`src/logic/scts_cfg.svh`:
```
`ifndef SCTS_CFG_SVH
`define SCTS_CFG_SVH

// Sample and delay widths
`define SCTS_SAMPLE_W 12
`define SCTS_DELAY_W 8
// Converter core pipeline latency in clock cycles (mark path matches it)
`define SCTS_PIPE_LAT 4
// Ramp step interval in clock cycles
`define SCTS_RAMP_PERIOD 256
`define SCTS_RAMP_CNT_W 8
// Coarse steps per interval, slow and fast
`define SCTS_STEP_SLOW 8'h01
`define SCTS_STEP_FAST 8'h04
// Reset value and divider width
`define SCTS_DELAY_RST 8'h00
`define SCTS_DIV_W 8

`endif

```
`src/logic/scts_pkg.sv`:
```
package scts_pkg;
    // Ramp engine states
    typedef enum logic [1:0] {
        SCTS_IDLE = 2'b01,
        SCTS_RAMP = 2'b10
    } scts_ramp_state_type;
endpackage

```
`src/logic/scts_clock_control.sv`:
```
`timescale 1ns/1ps
`include "scts_cfg.svh"
module scts_clock_control
    import scts_pkg::*;
(
    input wire logic clk,
    input wire logic nrst,
    input wire logic [`SCTS_SAMPLE_W-1:0] core_sample,
    input wire logic trigger_mark_input,
    input wire logic sysref_in,
    input wire logic mark_output_enable,
    input wire logic reference_as_mark_source,
    input wire logic single_channel_mode,
    input wire logic [3:0] demux_factor,
    input wire logic [3:0] frame_length,
    input wire logic half_period_invert_delay,
    input wire logic [`SCTS_DELAY_W-1:0] coarse_aperture_delay,
    input wire logic coarse_write,
    input wire logic [`SCTS_DELAY_W-1:0] fine_aperture_delay,
    input wire logic delay_ramp_on,
    input wire logic delay_ramp_speed,
    output logic [`SCTS_SAMPLE_W-1:0] sample_out,
    output logic output_strobe,
    output logic sample_falling_edge,
    output logic applied_invert,
    output logic [`SCTS_DELAY_W-1:0] applied_coarse,
    output logic [`SCTS_DELAY_W-1:0] applied_fine,
    output logic ramp_busy
);
    // Trigger sampled on the sampling clock, then delay matched
    logic mark_sampled;
    logic next_mark_sampled;
    logic mark_delayed;
    // Output sample register, one stage after core_sample
    logic [`SCTS_SAMPLE_W-1:0] next_sample_out;
    // Frame divider and strobe
    logic [`SCTS_DIV_W-1:0] div_cnt;
    logic [`SCTS_DIV_W-1:0] next_div_cnt;
    logic next_output_strobe;
    logic sysref_q;
    logic next_sysref_q;
    logic [`SCTS_DIV_W-1:0] frame_cycles;
    // Edge select
    logic next_sample_falling_edge;
    // Delay controls
    logic next_applied_invert;
    logic [`SCTS_DELAY_W-1:0] next_applied_fine;
    logic [`SCTS_DELAY_W-1:0] next_applied_coarse;
    logic [`SCTS_DELAY_W-1:0] target;
    logic [`SCTS_DELAY_W-1:0] next_target;
    logic [`SCTS_RAMP_CNT_W-1:0] ramp_cnt;
    logic [`SCTS_RAMP_CNT_W-1:0] next_ramp_cnt;
    scts_ramp_state_type state;
    scts_ramp_state_type next_state;
    logic next_ramp_busy;

    // One step toward target, clamped so it never overshoots
    function automatic logic [`SCTS_DELAY_W-1:0] step_toward(
        input logic [`SCTS_DELAY_W-1:0] cur,
        input logic [`SCTS_DELAY_W-1:0] tgt,
        input logic [`SCTS_DELAY_W-1:0] step
    );
        logic [`SCTS_DELAY_W-1:0] diff;
        diff = '0;
        if (tgt > cur) begin
            diff = tgt - cur;
            step_toward = (diff < step) ? tgt : cur + step;
        end else begin
            diff = cur - tgt;
            step_toward = (diff < step) ? tgt : cur - step;
        end
    endfunction

    // Mark source select and sampling on the device clock
    always_comb begin
        next_mark_sampled = reference_as_mark_source ? sysref_in
                                                     : trigger_mark_input;
        next_sysref_q = sysref_in;
    end

    // Delay line for the mark bit
    scts_mark_pipe u_mark_pipe (
        .clk(clk),
        .nrst(nrst),
        .mark_in(mark_sampled),
        .mark_out(mark_delayed)
    );

    // Output word; core_sample arrives already through the core pipeline
    always_comb begin
        if (mark_output_enable) begin
            next_sample_out = {core_sample[`SCTS_SAMPLE_W-1:1], mark_delayed};
        end else begin
            next_sample_out = core_sample;
        end
    end

    // Frame length in device clocks: (demux + 1) x frame length
    always_comb begin
        frame_cycles = `SCTS_DIV_W'({4'h0, demux_factor} + 8'h01)
                       * `SCTS_DIV_W'(frame_length);
        next_output_strobe = 1'b0;
        if (sysref_in && !sysref_q) begin
            next_div_cnt = '0;
            next_output_strobe = 1'b1;
        end else if (div_cnt + 8'h01 >= frame_cycles) begin
            next_div_cnt = '0;
            next_output_strobe = 1'b1;
        end else begin
            next_div_cnt = div_cnt + 8'h01;
        end
    end

    // Edge usage: single-channel samples also on the falling edge
    always_comb begin
        next_sample_falling_edge = single_channel_mode;
    end

    // Ramp engine for the coarse delay
    always_comb begin
        next_state = state;
        next_target = target;
        next_ramp_cnt = ramp_cnt;
        next_applied_coarse = applied_coarse;
        next_applied_invert = half_period_invert_delay;
        next_applied_fine = fine_aperture_delay;
        if (coarse_write) begin
            next_target = coarse_aperture_delay;
        end
        case (state)
            SCTS_IDLE: begin
                if (coarse_write && !delay_ramp_on) begin
                    next_applied_coarse = coarse_aperture_delay;
                end else if (coarse_write &&
                             coarse_aperture_delay != applied_coarse) begin
                    next_state = SCTS_RAMP;
                    next_ramp_cnt = '0;
                end
            end
            SCTS_RAMP: begin
                if (!delay_ramp_on) begin
                    next_applied_coarse = next_target;
                    next_state = SCTS_IDLE;
                end else if (coarse_write) begin
                    next_ramp_cnt = '0;
                end else if (ramp_cnt ==
                        `SCTS_RAMP_CNT_W'(`SCTS_RAMP_PERIOD - 1)) begin
                    next_ramp_cnt = '0;
                    next_applied_coarse = step_toward(applied_coarse, target,
                        delay_ramp_speed ? `SCTS_STEP_FAST : `SCTS_STEP_SLOW);
                    if (next_applied_coarse == target) begin
                        next_state = SCTS_IDLE;
                    end
                end else begin
                    next_ramp_cnt = ramp_cnt + 8'h01;
                end
            end
            default: begin
                next_state = SCTS_IDLE;
            end
        endcase
        next_ramp_busy = (next_state == SCTS_RAMP);
    end

    // All state on the single device clock
    always_ff @(posedge clk) begin
        if (!nrst) begin
            mark_sampled <= 1'b0;
            sysref_q <= 1'b0;
            sample_out <= '0;
            div_cnt <= '0;
            output_strobe <= 1'b0;
            sample_falling_edge <= 1'b0;
            applied_invert <= 1'b0;
            applied_fine <= `SCTS_DELAY_RST;
            applied_coarse <= `SCTS_DELAY_RST;
            target <= `SCTS_DELAY_RST;
            ramp_cnt <= '0;
            state <= SCTS_IDLE;
            ramp_busy <= 1'b0;
        end else begin
            mark_sampled <= next_mark_sampled;
            sysref_q <= next_sysref_q;
            sample_out <= next_sample_out;
            div_cnt <= next_div_cnt;
            output_strobe <= next_output_strobe;
            sample_falling_edge <= next_sample_falling_edge;
            applied_invert <= next_applied_invert;
            applied_fine <= next_applied_fine;
            applied_coarse <= next_applied_coarse;
            target <= next_target;
            ramp_cnt <= next_ramp_cnt;
            state <= next_state;
            ramp_busy <= next_ramp_busy;
        end
    end

    // Raw converter word passes through while marking is off
    raw_passthru_a: assert property (@(posedge clk)
        disable iff (!nrst)
        nrst && !mark_output_enable |=> sample_out == $past(core_sample))
        else $error("raw sample not passed");

    // Output LSB carries the delayed mark while marking is on
    mark_lsb_a: assert property (@(posedge clk)
        disable iff (!nrst)
        nrst && mark_output_enable |=> sample_out[0] == $past(mark_delayed))
        else $error("mark bit wrong");

    // Seven settled cycles: the LSB shows the trigger six edges back
    mark_latency_a: assert property (@(posedge clk)
        disable iff (!nrst)
        (nrst && !reference_as_mark_source && mark_output_enable)[*7] |->
        sample_out[0] == $past(trigger_mark_input, 6))
        else $error("mark latency wrong");

    // Reference input feeds the mark sampler when selected
    ref_source_a: assert property (@(posedge clk)
        disable iff (!nrst)
        nrst && reference_as_mark_source |=> mark_sampled == $past(sysref_in))
        else $error("reference not used as mark");

    // Reference rise restarts the divider and fires the strobe
    ref_reset_a: assert property (@(posedge clk)
        disable iff (!nrst)
        nrst && sysref_in && !sysref_q |=> output_strobe && div_cnt == 8'h00)
        else $error("reference did not reset divider");

    // A strobe only ever stands on a fresh frame count
    strobe_restart_a: assert property (@(posedge clk)
        disable iff (!nrst)
        output_strobe |-> div_cnt == 8'h00)
        else $error("strobe off frame start");

    // Falling-edge sampling follows the channel mode
    edge_mode_a: assert property (@(posedge clk)
        disable iff (!nrst)
        nrst |=> sample_falling_edge == $past(single_channel_mode))
        else $error("edge select wrong");

    // Half-period invert applies on the next clock
    invert_apply_a: assert property (@(posedge clk)
        disable iff (!nrst)
        nrst |=> applied_invert == $past(half_period_invert_delay))
        else $error("invert not applied");

    // Fine delay applies on the next clock, apart from coarse
    fine_apply_a: assert property (@(posedge clk)
        disable iff (!nrst)
        nrst |=> applied_fine == $past(fine_aperture_delay))
        else $error("fine delay not applied");

    // Coarse delay holds between ramp steps
    ramp_hold_a: assert property (@(posedge clk)
        disable iff (!nrst)
        nrst && ramp_busy && delay_ramp_on && ramp_cnt != 8'hff |=>
        $stable(applied_coarse))
        else $error("coarse moved between steps");

    // Slow ramp moves one step at the end of each interval
    ramp_step_a: assert property (@(posedge clk)
        disable iff (!nrst)
        ramp_busy && delay_ramp_on && !coarse_write && ramp_cnt == 8'hff
        && !delay_ramp_speed && applied_coarse < target |=>
        applied_coarse == $past(applied_coarse) + 8'h01)
        else $error("slow step wrong");

    // Fast ramp moves four steps when the target is far enough
    fast_step_a: assert property (@(posedge clk)
        disable iff (!nrst)
        ramp_busy && delay_ramp_on && !coarse_write && ramp_cnt == 8'hff
        && delay_ramp_speed && applied_coarse < target
        && target - applied_coarse >= 8'h04 |=>
        applied_coarse == $past(applied_coarse) + 8'h04)
        else $error("fast step wrong");

    // A ramp that ends untouched ends on its target
    ramp_land_a: assert property (@(posedge clk)
        disable iff (!nrst)
        (ramp_busy && !coarse_write) ##1 !ramp_busy |->
        applied_coarse == target)
        else $error("ramp ended off target");

    // With ramping off a written coarse value lands at once
    direct_write_a: assert property (@(posedge clk)
        disable iff (!nrst)
        nrst && !ramp_busy && !delay_ramp_on && coarse_write |=>
        applied_coarse == $past(coarse_aperture_delay))
        else $error("direct coarse write lost");

    // A differing write with ramping on starts a ramp, no jump
    ramp_start_a: assert property (@(posedge clk)
        disable iff (!nrst)
        nrst && !ramp_busy && delay_ramp_on && coarse_write
        && coarse_aperture_delay != applied_coarse |=>
        ramp_busy && applied_coarse == $past(applied_coarse))
        else $error("ramp did not start");

    // Without a write an idle ramp engine stays idle
    ramp_idle_a: assert property (@(posedge clk)
        disable iff (!nrst)
        nrst && !ramp_busy && !coarse_write |=> !ramp_busy)
        else $error("ramp started without a write");
endmodule // scts_clock_control

```
`src/logic/scts_mark_pipe.sv`:
```
`timescale 1ns/1ps
`include "scts_cfg.svh"

// Delay line for the mark bit, length equal to the core pipeline
module scts_mark_pipe (
    input wire logic clk,
    input wire logic nrst,
    input wire logic mark_in,
    output logic mark_out
);
    // Shift stages
    logic [`SCTS_PIPE_LAT-1:0] stage;
    logic [`SCTS_PIPE_LAT-1:0] next_stage;

    // Shift in the new mark each cycle
    always_comb begin
        next_stage = {stage[`SCTS_PIPE_LAT-2:0], mark_in};
    end

    // Register the stages
    always_ff @(posedge clk) begin
        if (!nrst) begin
            stage <= '0;
        end else begin
            stage <= next_stage;
        end
    end

    assign mark_out = stage[`SCTS_PIPE_LAT-1];
endmodule // scts_mark_pipe

```
`config.mk`:
```
export PLATFORM = sky130hd
export DESIGN_NAME = scts_clock_control
export DESIGN_NICKNAME = d
export VERILOG_FILES = /design/src/logic/scts_pkg.sv /design/src/logic/scts_clock_control.sv /design/src/logic/scts_mark_pipe.sv
export VERILOG_INCLUDE_DIRS = /design/src /design/src/logic
export SDC_FILE = /design/constraint.sdc
export NUM_CORES = 1
export LEC_CHECK = 0
export BUFFER_PORTS_ARGS = -buffer_cell sky130_fd_sc_hd__buf_2
export CAP_MARGIN = 10
export CORE_UTILIZATION = 50
export DETAILED_ROUTE_END_ITERATION = 6
export PLACE_DENSITY = 0.69
export SLEW_MARGIN = 20
export SYNTH_ARGS = -nofsm -noshare
export SYNTH_HDL_FRONTEND = slang
export SYNTH_SLANG_ARGS = --single-unit
```
`constraint.sdc`:
```
create_clock -name clk -period 11.8 [get_ports clk]
set_clock_uncertainty 0.05 [all_clocks]
set_input_delay 0.59 -clock clk [delete_from_list [all_inputs] [get_ports clk]]
set_output_delay 0.59 -clock clk [all_outputs]
set_load 0.01 [all_outputs]
```
; ---- After elaboration in Yosys (flattened, before gate mapping)
; Index checks and enable logic that the tools add are counted.
[word_totals]
register_bits = 64
in_bits = 47
output_inout_bits = 32
elab_cells = 79
[op_classes]
n_addsub = 7
mul = 1
magnitude_cmp = 4
eq_ne = 12
mux = 31
bitwise = 1
n_reduce_logical = 9
[ops]
columns = cell, count
row1 = $mux 8, 17
row2 = $pmux 8 s2, 2
row3 = $add 8x1->8 const B, 2
row4 = $lt 8x3->1, 2
row5 = $sub 8x8->8, 2
row6 = $mux 2, 6
row7 = $add 8x3->8, 1
row8 = $eq 8x8->1, 1
row9 = $eq 8x8->1 const B, 1
row10 = $ge 8x8->1, 1
row11 = $gt 8x8->1, 1
row12 = $mul 5x4->8, 1
row13 = $ne 2x2->1 const B, 4
row14 = $ne 8x8->1, 1
row15 = $reduce_and 4->1, 2
row16 = $sub 8x3->8, 1
row17 = $ne 3x3->1 const B, 2
row18 = $add 4x1->5 const B, 1
row19 = $eq 2x2->1 const B, 2
row20 = $mux 1, 4
row21 = $pmux 2 s2, 1
row22 = $logic_and 1x1->1, 3
row23 = $mux 3, 1
row24 = $reduce_or 3->1, 1
row25 = other kinds (4), 5

; ---- Longest topological paths before layout
; Gate-level depths: netlist of run 1.
[depth]
ltp_word = 15
mapped_depth = 17
mapped_depth_nobuf = 17

; ---- Modules after synthesis
; Synthesis of run 1 repeated with hierarchy kept, for this count alone.
[hier_totals]
cells_unflattened = 561
area_unflattened_um2 = 4712.0
[by_module_without_submodules]
columns = mod, n_inst, cells_each, area_each_um2, seq_area_each_um2
row1 = scts_clock_control, 1, 553, 4606.9, 1201.2
row2 = scts_mark_pipe, 1, 8, 105.1, 80.1

; ---- Least setup slack after synthesis of run 1
; OpenSTA, ideal clock, no wires.
[synth_path]
path_kind = input -> register
from = in demux_factor[0]
to = reg div_cnt[1]
setup_time_ns = 0.061
arrival_time_ns = 4.236
required_ns = 11.689
setup_slack_ns = 7.453
stages = 16
n_path_buf = 0
cell_sequence = ha_1 > xor2_1 > nand2_1 > fa_1 > fa_1 > inv_1 > ha_1 > a21o_1 > a21oi_1 > xnor2_1 > ha_1 > nor2b_1 > o21ai_0 > nand2b_1 > a221oi_1 > and3_1
[synth_between]
elab_chain_len = 4
[synth_rtl]
columns = item, line
row1 = "start, declared", scts_clock_control.sv:14  ; input wire logic [3:0] demux_factor,
row2 = $add 4x1->5, scts_clock_control.sv:100  ; frame_cycles = `SCTS_DIV_W'({4'h0, demux_factor} + 8'h01)
row3 = $mul 5x4->8 (no source line), n/a
row4 = $ge 8x8->1, scts_clock_control.sv:106  ; end else if (div_cnt + 8'h01 >= frame_cycles) begin
row5 = $reduce_or 3->1 (no source line), n/a
row6 = "end signal, assigned", scts_clock_control.sv:185  ; div_cnt <= next_div_cnt;
row7 = "end, declared", scts_clock_control.sv:37  ; logic [`SCTS_DIV_W-1:0] div_cnt;
; Every way passes these cells.
; A chain may end at the register's enable or synchronous reset.

; ---- Worst setup path in the final report of run 1
; Same ends and word-level chain as after synthesis.

==> results.ini, run 1 <==
[clock_tree]
clock_sinks = 64
post_cts.repair.setup_buffers = 0
clk_pin_slew_worst_paths_ns = 0.08
postCtsHoldBufs = 0
cts_tree = built
cts_buffers = 9
clk_path_buf_depth = 2
clk_latency_ns = 0.35
ctsRootBufferMaster = clkbuf_8
cts_resized = 0
ctsHtreeMaxLevel = 3

[cells_and_area]
nNetsFinal = 745
register_area_um2 = 1280
drive_gt1_share_pct = 17.9
fill_cells = 905
multi_input_area_um2 = 3300
n_antenna_cell = 0
area_growth_syn_to_layout_pct = 13.7
utilization_pct = 59.0

[timing]
rsz0062_at_grt = false
hold_viol = 0
setup_tns_ns = 0
finalCriticalPeriod_ns = 4.51
setup_viol = 0
fin_crit_sh_pct = 38.2
worstMarginPinSlew_ns = 0.870
drv_slew = 0
fmax_mhz = 222
hold_ws_ns = 0.381
slew_headroom_pct = 42.0

[job]
cap_viol_max_count = 0

[power]
power.internal_mw = 0.499
switching_share_pct = 40.8
pwr-share-seq_pct = 30.5
cellPowerDensity_nw_per_um2 = 153
p_clk_share_pct = 23.1
p_leak_nw = 2.54
combPwrFrac_pct = 46.4
ir_drop_mv = 0.0728
power_switching_mw = 0.343

[logic_synthesis]
synthTopCellsByCount = dfxtp_1, ha_1, inv_1
syn_avg_cell_area_um2 = 8.45
syn_inst = 573
postSynth.asyncResetShare_pct = 0
synth_edf_count = 0
ys_seq_area_share_pct = 26.5
ys_warn_count = 0
synth_area_um2 = 4840
yosys.cell_types.count = 74
synth_top_area_cell = dfxtp_1
synth_area_leaders = dfxtp_1, ha_1, and2_1
ys_seq_elements = 64
post-synth-top-count-cell = dfxtp_1
synth_top_area_share_pct = 26.5
synth_flop_cell = dfxtp_1
synth_fp_nets = 675

[placed_design]
numPortBuffers = 78
dp_hpwl_um = 9140
routabilityCongestion = 0.902

[worst_hold_path]
hp-class = primary input to flop

[detailed_routing]
met1_length_um = 5460
wirelength_um = 11800
ant_nets = 0
top_layer = met4
drt-pass1-iter-count = 5
viasPerCell = 5.62
met3WireLength_um = 672
drcViolationCount = 0
dr.first_iter.drc_count = 328
post_drt_wl_per_cell_um = 15.2
wl_met2_um = 5380
vias = 4365

[floorplanning]
core_area_um2 = 9330
start_util_pct = 51.9
die_x_um = 100
rows = 35
ios = 79
die_h_um = 100
dieArea_um2 = 10100

[global_route]
grt_pass1_wl_um = 19500
antenna_found_initial = 0
overflow = 0
grt_max_degree = 44
grt_pass1_vias = 4113
globalRouteTotalUtil_pct = 24.5

[worst_setup_path]
worstSetupPathType = primary input to flop
critPathLaunchType = primary input
critPathArrivalTime_ns = 4.75
required_ns = 12.04
crit_path_max_fanout = 9
crit_path_end_kind = flop

[status]
status = completed

-- cell type report --
cell class	count	share of cell area [%]
multi-input combinational	445	59.9
tap	129	2.93
clock inverter	7	1.43
inverter	44	3.00
clock buffer	9	2.25
timing repair buffer	79	7.23
sequential	64	23.3
-- cell families (layout without fill, tap and decap cells) --
kind of cell	count (synthesis)	count (layout)	synth area share, %
compound gates	137	137	20.8
buf+inv	64	139	5.48
mux	13	13	2.82
simple gates	199	199	21.6
flops	64	64	26.5
fa+ha+maj	55	55	15.5
xor+xnor	41	41	7.42
-- cell usage in the layout, fill, tap and decap left out, types with 7 or more instances in the layout --
cell / count
buf_2: 78
dfxtp_1: 64
ha_1: 47
inv_1: 40
nand2_1: 39
nor2_1: 39
a21oi_1: 36
and2_1: 32
xnor2_1: 22
nand3_1: 19
xor2_1: 19
o21ai_0: 18
and3_1: 14
nand2b_1: 13
a221oi_1: 13
mux2i_1: 11
nor2b_1: 9
clkbuf_8: 9
a21o_1: 8
a211oi_1: 8
fa_1: 8
a31oi_1: 7
nor3_1: 7
-- worst max-delay path: stages --
cell and delay (ns):
buf_2 0.14, ha_1 0.22, xor2_1 0.28, nand2_1 0.12, fa_1 0.47, fa_1 0.60, inv_1 0.06, ha_1 0.29
a21o_1 0.16, a21oi_1 0.21, xnor2_1 0.15, ha_1 0.24, nor2b_1 0.12, o21ai_0 0.13, nand2b_1 0.07, a221oi_1 0.67
and3_1 0.24
-- routing by layer --
layer	track usage, %	vias up
met5	0	-
met4	8.58	0
met3	4.87	24
met2	38.9	146
met1	33.0	2027
li1	-	2168
-- final timing paths --
kind / start / endpoint / slack [ns] / cells past startpoint
max reg2reg: applied_coarse[3]$_SDFFE_PN0P_ / ramp_busy$_SDFF_PN0_ / 7.29 / 13
min reg2reg: u_mark_pipe.stage[0]$_SDFF_PN0_ / u_mark_pipe.stage[1]$_SDFF_PN0_ / 0.39 / 1
min: core_sample[1] / sample_out[1]$_SDFF_PN0_ / 0.38 / 2
max: demux_factor[0] / div_cnt[1]$_SDFF_PP0_ / 7.29 / 17
-- stage by stage --
stage          std cells  instance area (um2)  setup slack (ns)  power, mW
3_5_place_dp         761                 5300              6.95      0.647
2_1_floorplan        573                 4840              7.45      0.562
4_1_cts              777                 5500              7.32      0.844
5_1_grt              777                 5500              6.95      0.903
6_report             777                 5500              7.29      0.842
3_3_place_gp         761                 5300              7.07      0.639
-- sequential cells by signal, summed over array words and instances, names as in the netlist --
register	count
ramp_busy	1
div_cnt	8
sysref_q	1
sample_falling_edge	1
mark_sampled	1
ramp_cnt	8
target	8
applied_invert	1
sample_out	12
output_strobe	1
u_mark_pipe.stage	4
applied_coarse	8
state	2
applied_fine	8
-- power by group through the flow --
| stage | registers (mW) | logic [mW] | clock network, mW |
|---|---|---|---|
| global route | 0.259 | 0.434 | 0.210 |
| detailed placement | 0.261 | 0.385 | 0 |
| finish | 0.257 | 0.391 | 0.194 |
| floorplan | 0.255 | 0.307 | 0 |
| global placement | 0.261 | 0.377 | 0 |
| CTS | 0.256 | 0.388 | 0.199 |
No activity file was read; power rests on OpenSTA's default activity.
==> inputs of run 2 (changes only) <==
PLACE_DENSITY = 0.72   (was 0.69)
clock period = 4.1 ns   (was 11.8 ns; I/O delays follow)
==> results.ini, run 2 (synthesis gave the netlist of run 1 again) <==
[status]
status = completed

[cells_and_area]
final_area_um2 = 5750  ; +4.4%
n_antenna_cell = 0  ; unchanged
most-common-layout-cells = buf_2, dfxtp_1, ha_1, inv_1
nNetsFinal = 771  ; +3.5%
mostFrequentLayoutCell = buf_2
drive_gt1_share_pct = 19.6  ; +1.7 points
largest_reg_flops = 12  ; unchanged
top_register = sample_out
area_growth_syn_to_layout_pct = 18.7

[timing]
hold_viol = 0  ; unchanged
worstMarginPinSlew_ns = 0.820  ; -0.0509 ns
rsz0062_at_grt = false
fin_crit_sh_pct = 94.5
drv_slew = 0  ; unchanged
slew_headroom_pct = 45.4  ; +3.4 points
setup_viol = 0  ; unchanged
fmax_mhz = 258
finalCriticalPeriod_ns = 3.88

[power]
cellPowerDensity_nw_per_um2 = 444  ; +190%
total_power_mw = 2.55  ; +200%
ir_drop_mv = 0.240  ; +230%
p_leak_nw = 2.68  ; +5.5%

[global_route]
grt_pass1_vias = 4340  ; +5.5%
grt_pass1_wl_um = 20700  ; +6.4%
overflow = 0  ; unchanged
globalRouteTotalUtil_pct = 26.0  ; +1.6 points
antenna_found_initial = 0  ; unchanged
grt_max_degree = 44  ; unchanged

[worst_setup_path]
rrSetupSlack_ns = 0.22  ; -7.06 ns
critPathArrivalTime_ns = 4.05  ; -0.70 ns
path_buf_inv = 1  ; -1
cpMostUsedCell = a211oi_1
path_cells = inv_1 > ha_1 > fa_1 > xnor2_1 > ha_1 > a211oi_1 > mux2_4 > a41oi_4 > a221oi_1 > o41a_1 > a2111oi_2 > a211oi_1 > o21bai_1 > a211oi_1
r2r-end = ramp_busy$_SDFF_PN0_
worstReg2RegStart = applied_coarse[0]$_SDFFE_PN0P_
crit_path_end_kind = flop
critPathLaunchType = flop
cp_slowest_cell = a2111oi_2
worstSetupPathType = flop to flop
reg2reg_depth = 14  ; +1
crit_family = compound AO/OA/AOI/OAI gates
crit_path_max_fanout = 10  ; +1
max_stage_delay_ns = 0.47  ; -0.20 ns
required_ns = 4.27  ; -7.77 ns

[detailed_routing]
drcViolationCount = 0  ; unchanged
viasPerCell = 5.61  ; -0.16%
vias = 4504  ; +3.2%
dr.first_iter.drc_count = 312  ; -4.9%
drt-pass1-iter-count = 5  ; unchanged
post_drt_wl_per_cell_um = 15.5  ; +2.5%
ant_nets = 0  ; unchanged
wirelength_um = 12500  ; +5.9%

[clock_tree]
cts_tree = built
ctsRootBufferMaster = clkbuf_8
clk_path_buf_depth = 2  ; unchanged
clk_pin_slew_worst_paths_ns = 0.08  ; about the same
clk_latency_ns = 0.35  ; about the same
clock_sinks = 64  ; unchanged
cts_buffers = 9  ; unchanged
post_cts.repair.setup_buffers = 0  ; unchanged
cts_resized = 0  ; unchanged
ctsHtreeMaxLevel = 3  ; unchanged

[floorplanning]
ios = 79  ; unchanged
dieArea_um2 = 10100  ; unchanged
die_h_um = 100  ; unchanged
die_x_um = 100  ; unchanged
core_area_um2 = 9330  ; unchanged
start_util_pct = 51.9  ; unchanged
rows = 35  ; unchanged

[placed_design]
routabilityCongestion = 0.971  ; +7.7%
dpl_cell_area_um2 = 5420  ; +2.3%
numPortBuffers = 78  ; unchanged
dp_hpwl_um = 9520  ; +4.2%

[worst_hold_path]
min_from = fine_aperture_delay[3]
hp-class = primary input to flop
worst_hold_path.num_cells = 2  ; unchanged
holdPathEnd = applied_fine[3]$_SDFF_PN0_

[job]
cap_viol_max_count = 0  ; unchanged

## run 2: cell types whose count changed in the layout (fill, tap and decap cells not counted)
cell	before	now
dlygate4sd3_1	0	10
clkinv_4	1	2
buf_4	1	17
bufinv_16	1	2
clkinvlp_4	3	1
## run 2: routing by layer
layer	share of wire, %	global-route usage (%)
met1	46	35.1
met3	5.8	4.04
met2	47	42.8
met4	1.7	7.92
met5	0	0
## run 2: layout make-up
type	count	area (um2)
Multi-Input combinational cell	445	3300
Tap cell	129	161
Clock buffer	9	124
Fill cell	822	3580
Inverter	44	165
Sequential cell	64	1280
Clock inverter	7	103
Timing Repair Buffer	105	618
## run 2: how the worst max path moves through the flow
stage | startpoint | end | slack (ns) | depth (start not counted)
2_1_floorplan | demux_factor[0] | div_cnt[1]$_SDFF_PP0_ | 0.14 | 16
3_3_place_gp | demux_factor[0] | div_cnt[0]$_SDFF_PP0_ | 0.1 | 19
4_1_cts | applied_coarse[0]$_SDFFE_PN0P_ | state[0]$_SDFF_PN1_ | 0.17 | 14
3_5_place_dp | demux_factor[0] | div_cnt[0]$_SDFF_PP0_ | -0.02 | 19
5_1_grt | demux_factor[0] | div_cnt[0]$_SDFF_PP0_ | 0.006 | 19
6_report | applied_coarse[0]$_SDFFE_PN0P_ | ramp_busy$_SDFF_PN0_ | 0.22 | 14
## run 2: report_power, final
part	switching [mW]	internal [mW]	leakage (nW)
combinational	0.702	0.527	2.05
clock	0.268	0.348	0.110
sequential	0.0366	0.669	0.526
## run 2: timing repair
action,CTS,global route
endpoints found under the hold margin,9,1
setup endpoints to repair,0,2
hold buffers,9,1
## run 2: worst reg2reg max path, delay by kind of cell, from the launching register on
kind	cells	cell delay [ns]
fa+ha+maj	3	0.97
mux	1	0.30
buf+inv	1	0.06
xor+xnor	1	0.16
compound gates	8	1.89
flops	1	0.34
## run 2: stage by stage
stage | utilization, % | hold slack (ns) | setup WS, ns | setup TNS (ns) | std cells
final | 61.6 | 0.0206 | 0.224 | 0 | 803
after global routing | 61.6 | 0.00741 | 0.00568 | 0 | 803
after CTS | 61.5 | 0.00139 | 0.172 | 0 | 802
after detailed placement | 58.1 | 0.363 | -0.0184 | -0.0988 | 777
after global placement | 58.1 | 0.361 | 0.0990 | 0 | 777
after floorplan | - | 0.277 | 0.138 | 0 | 573
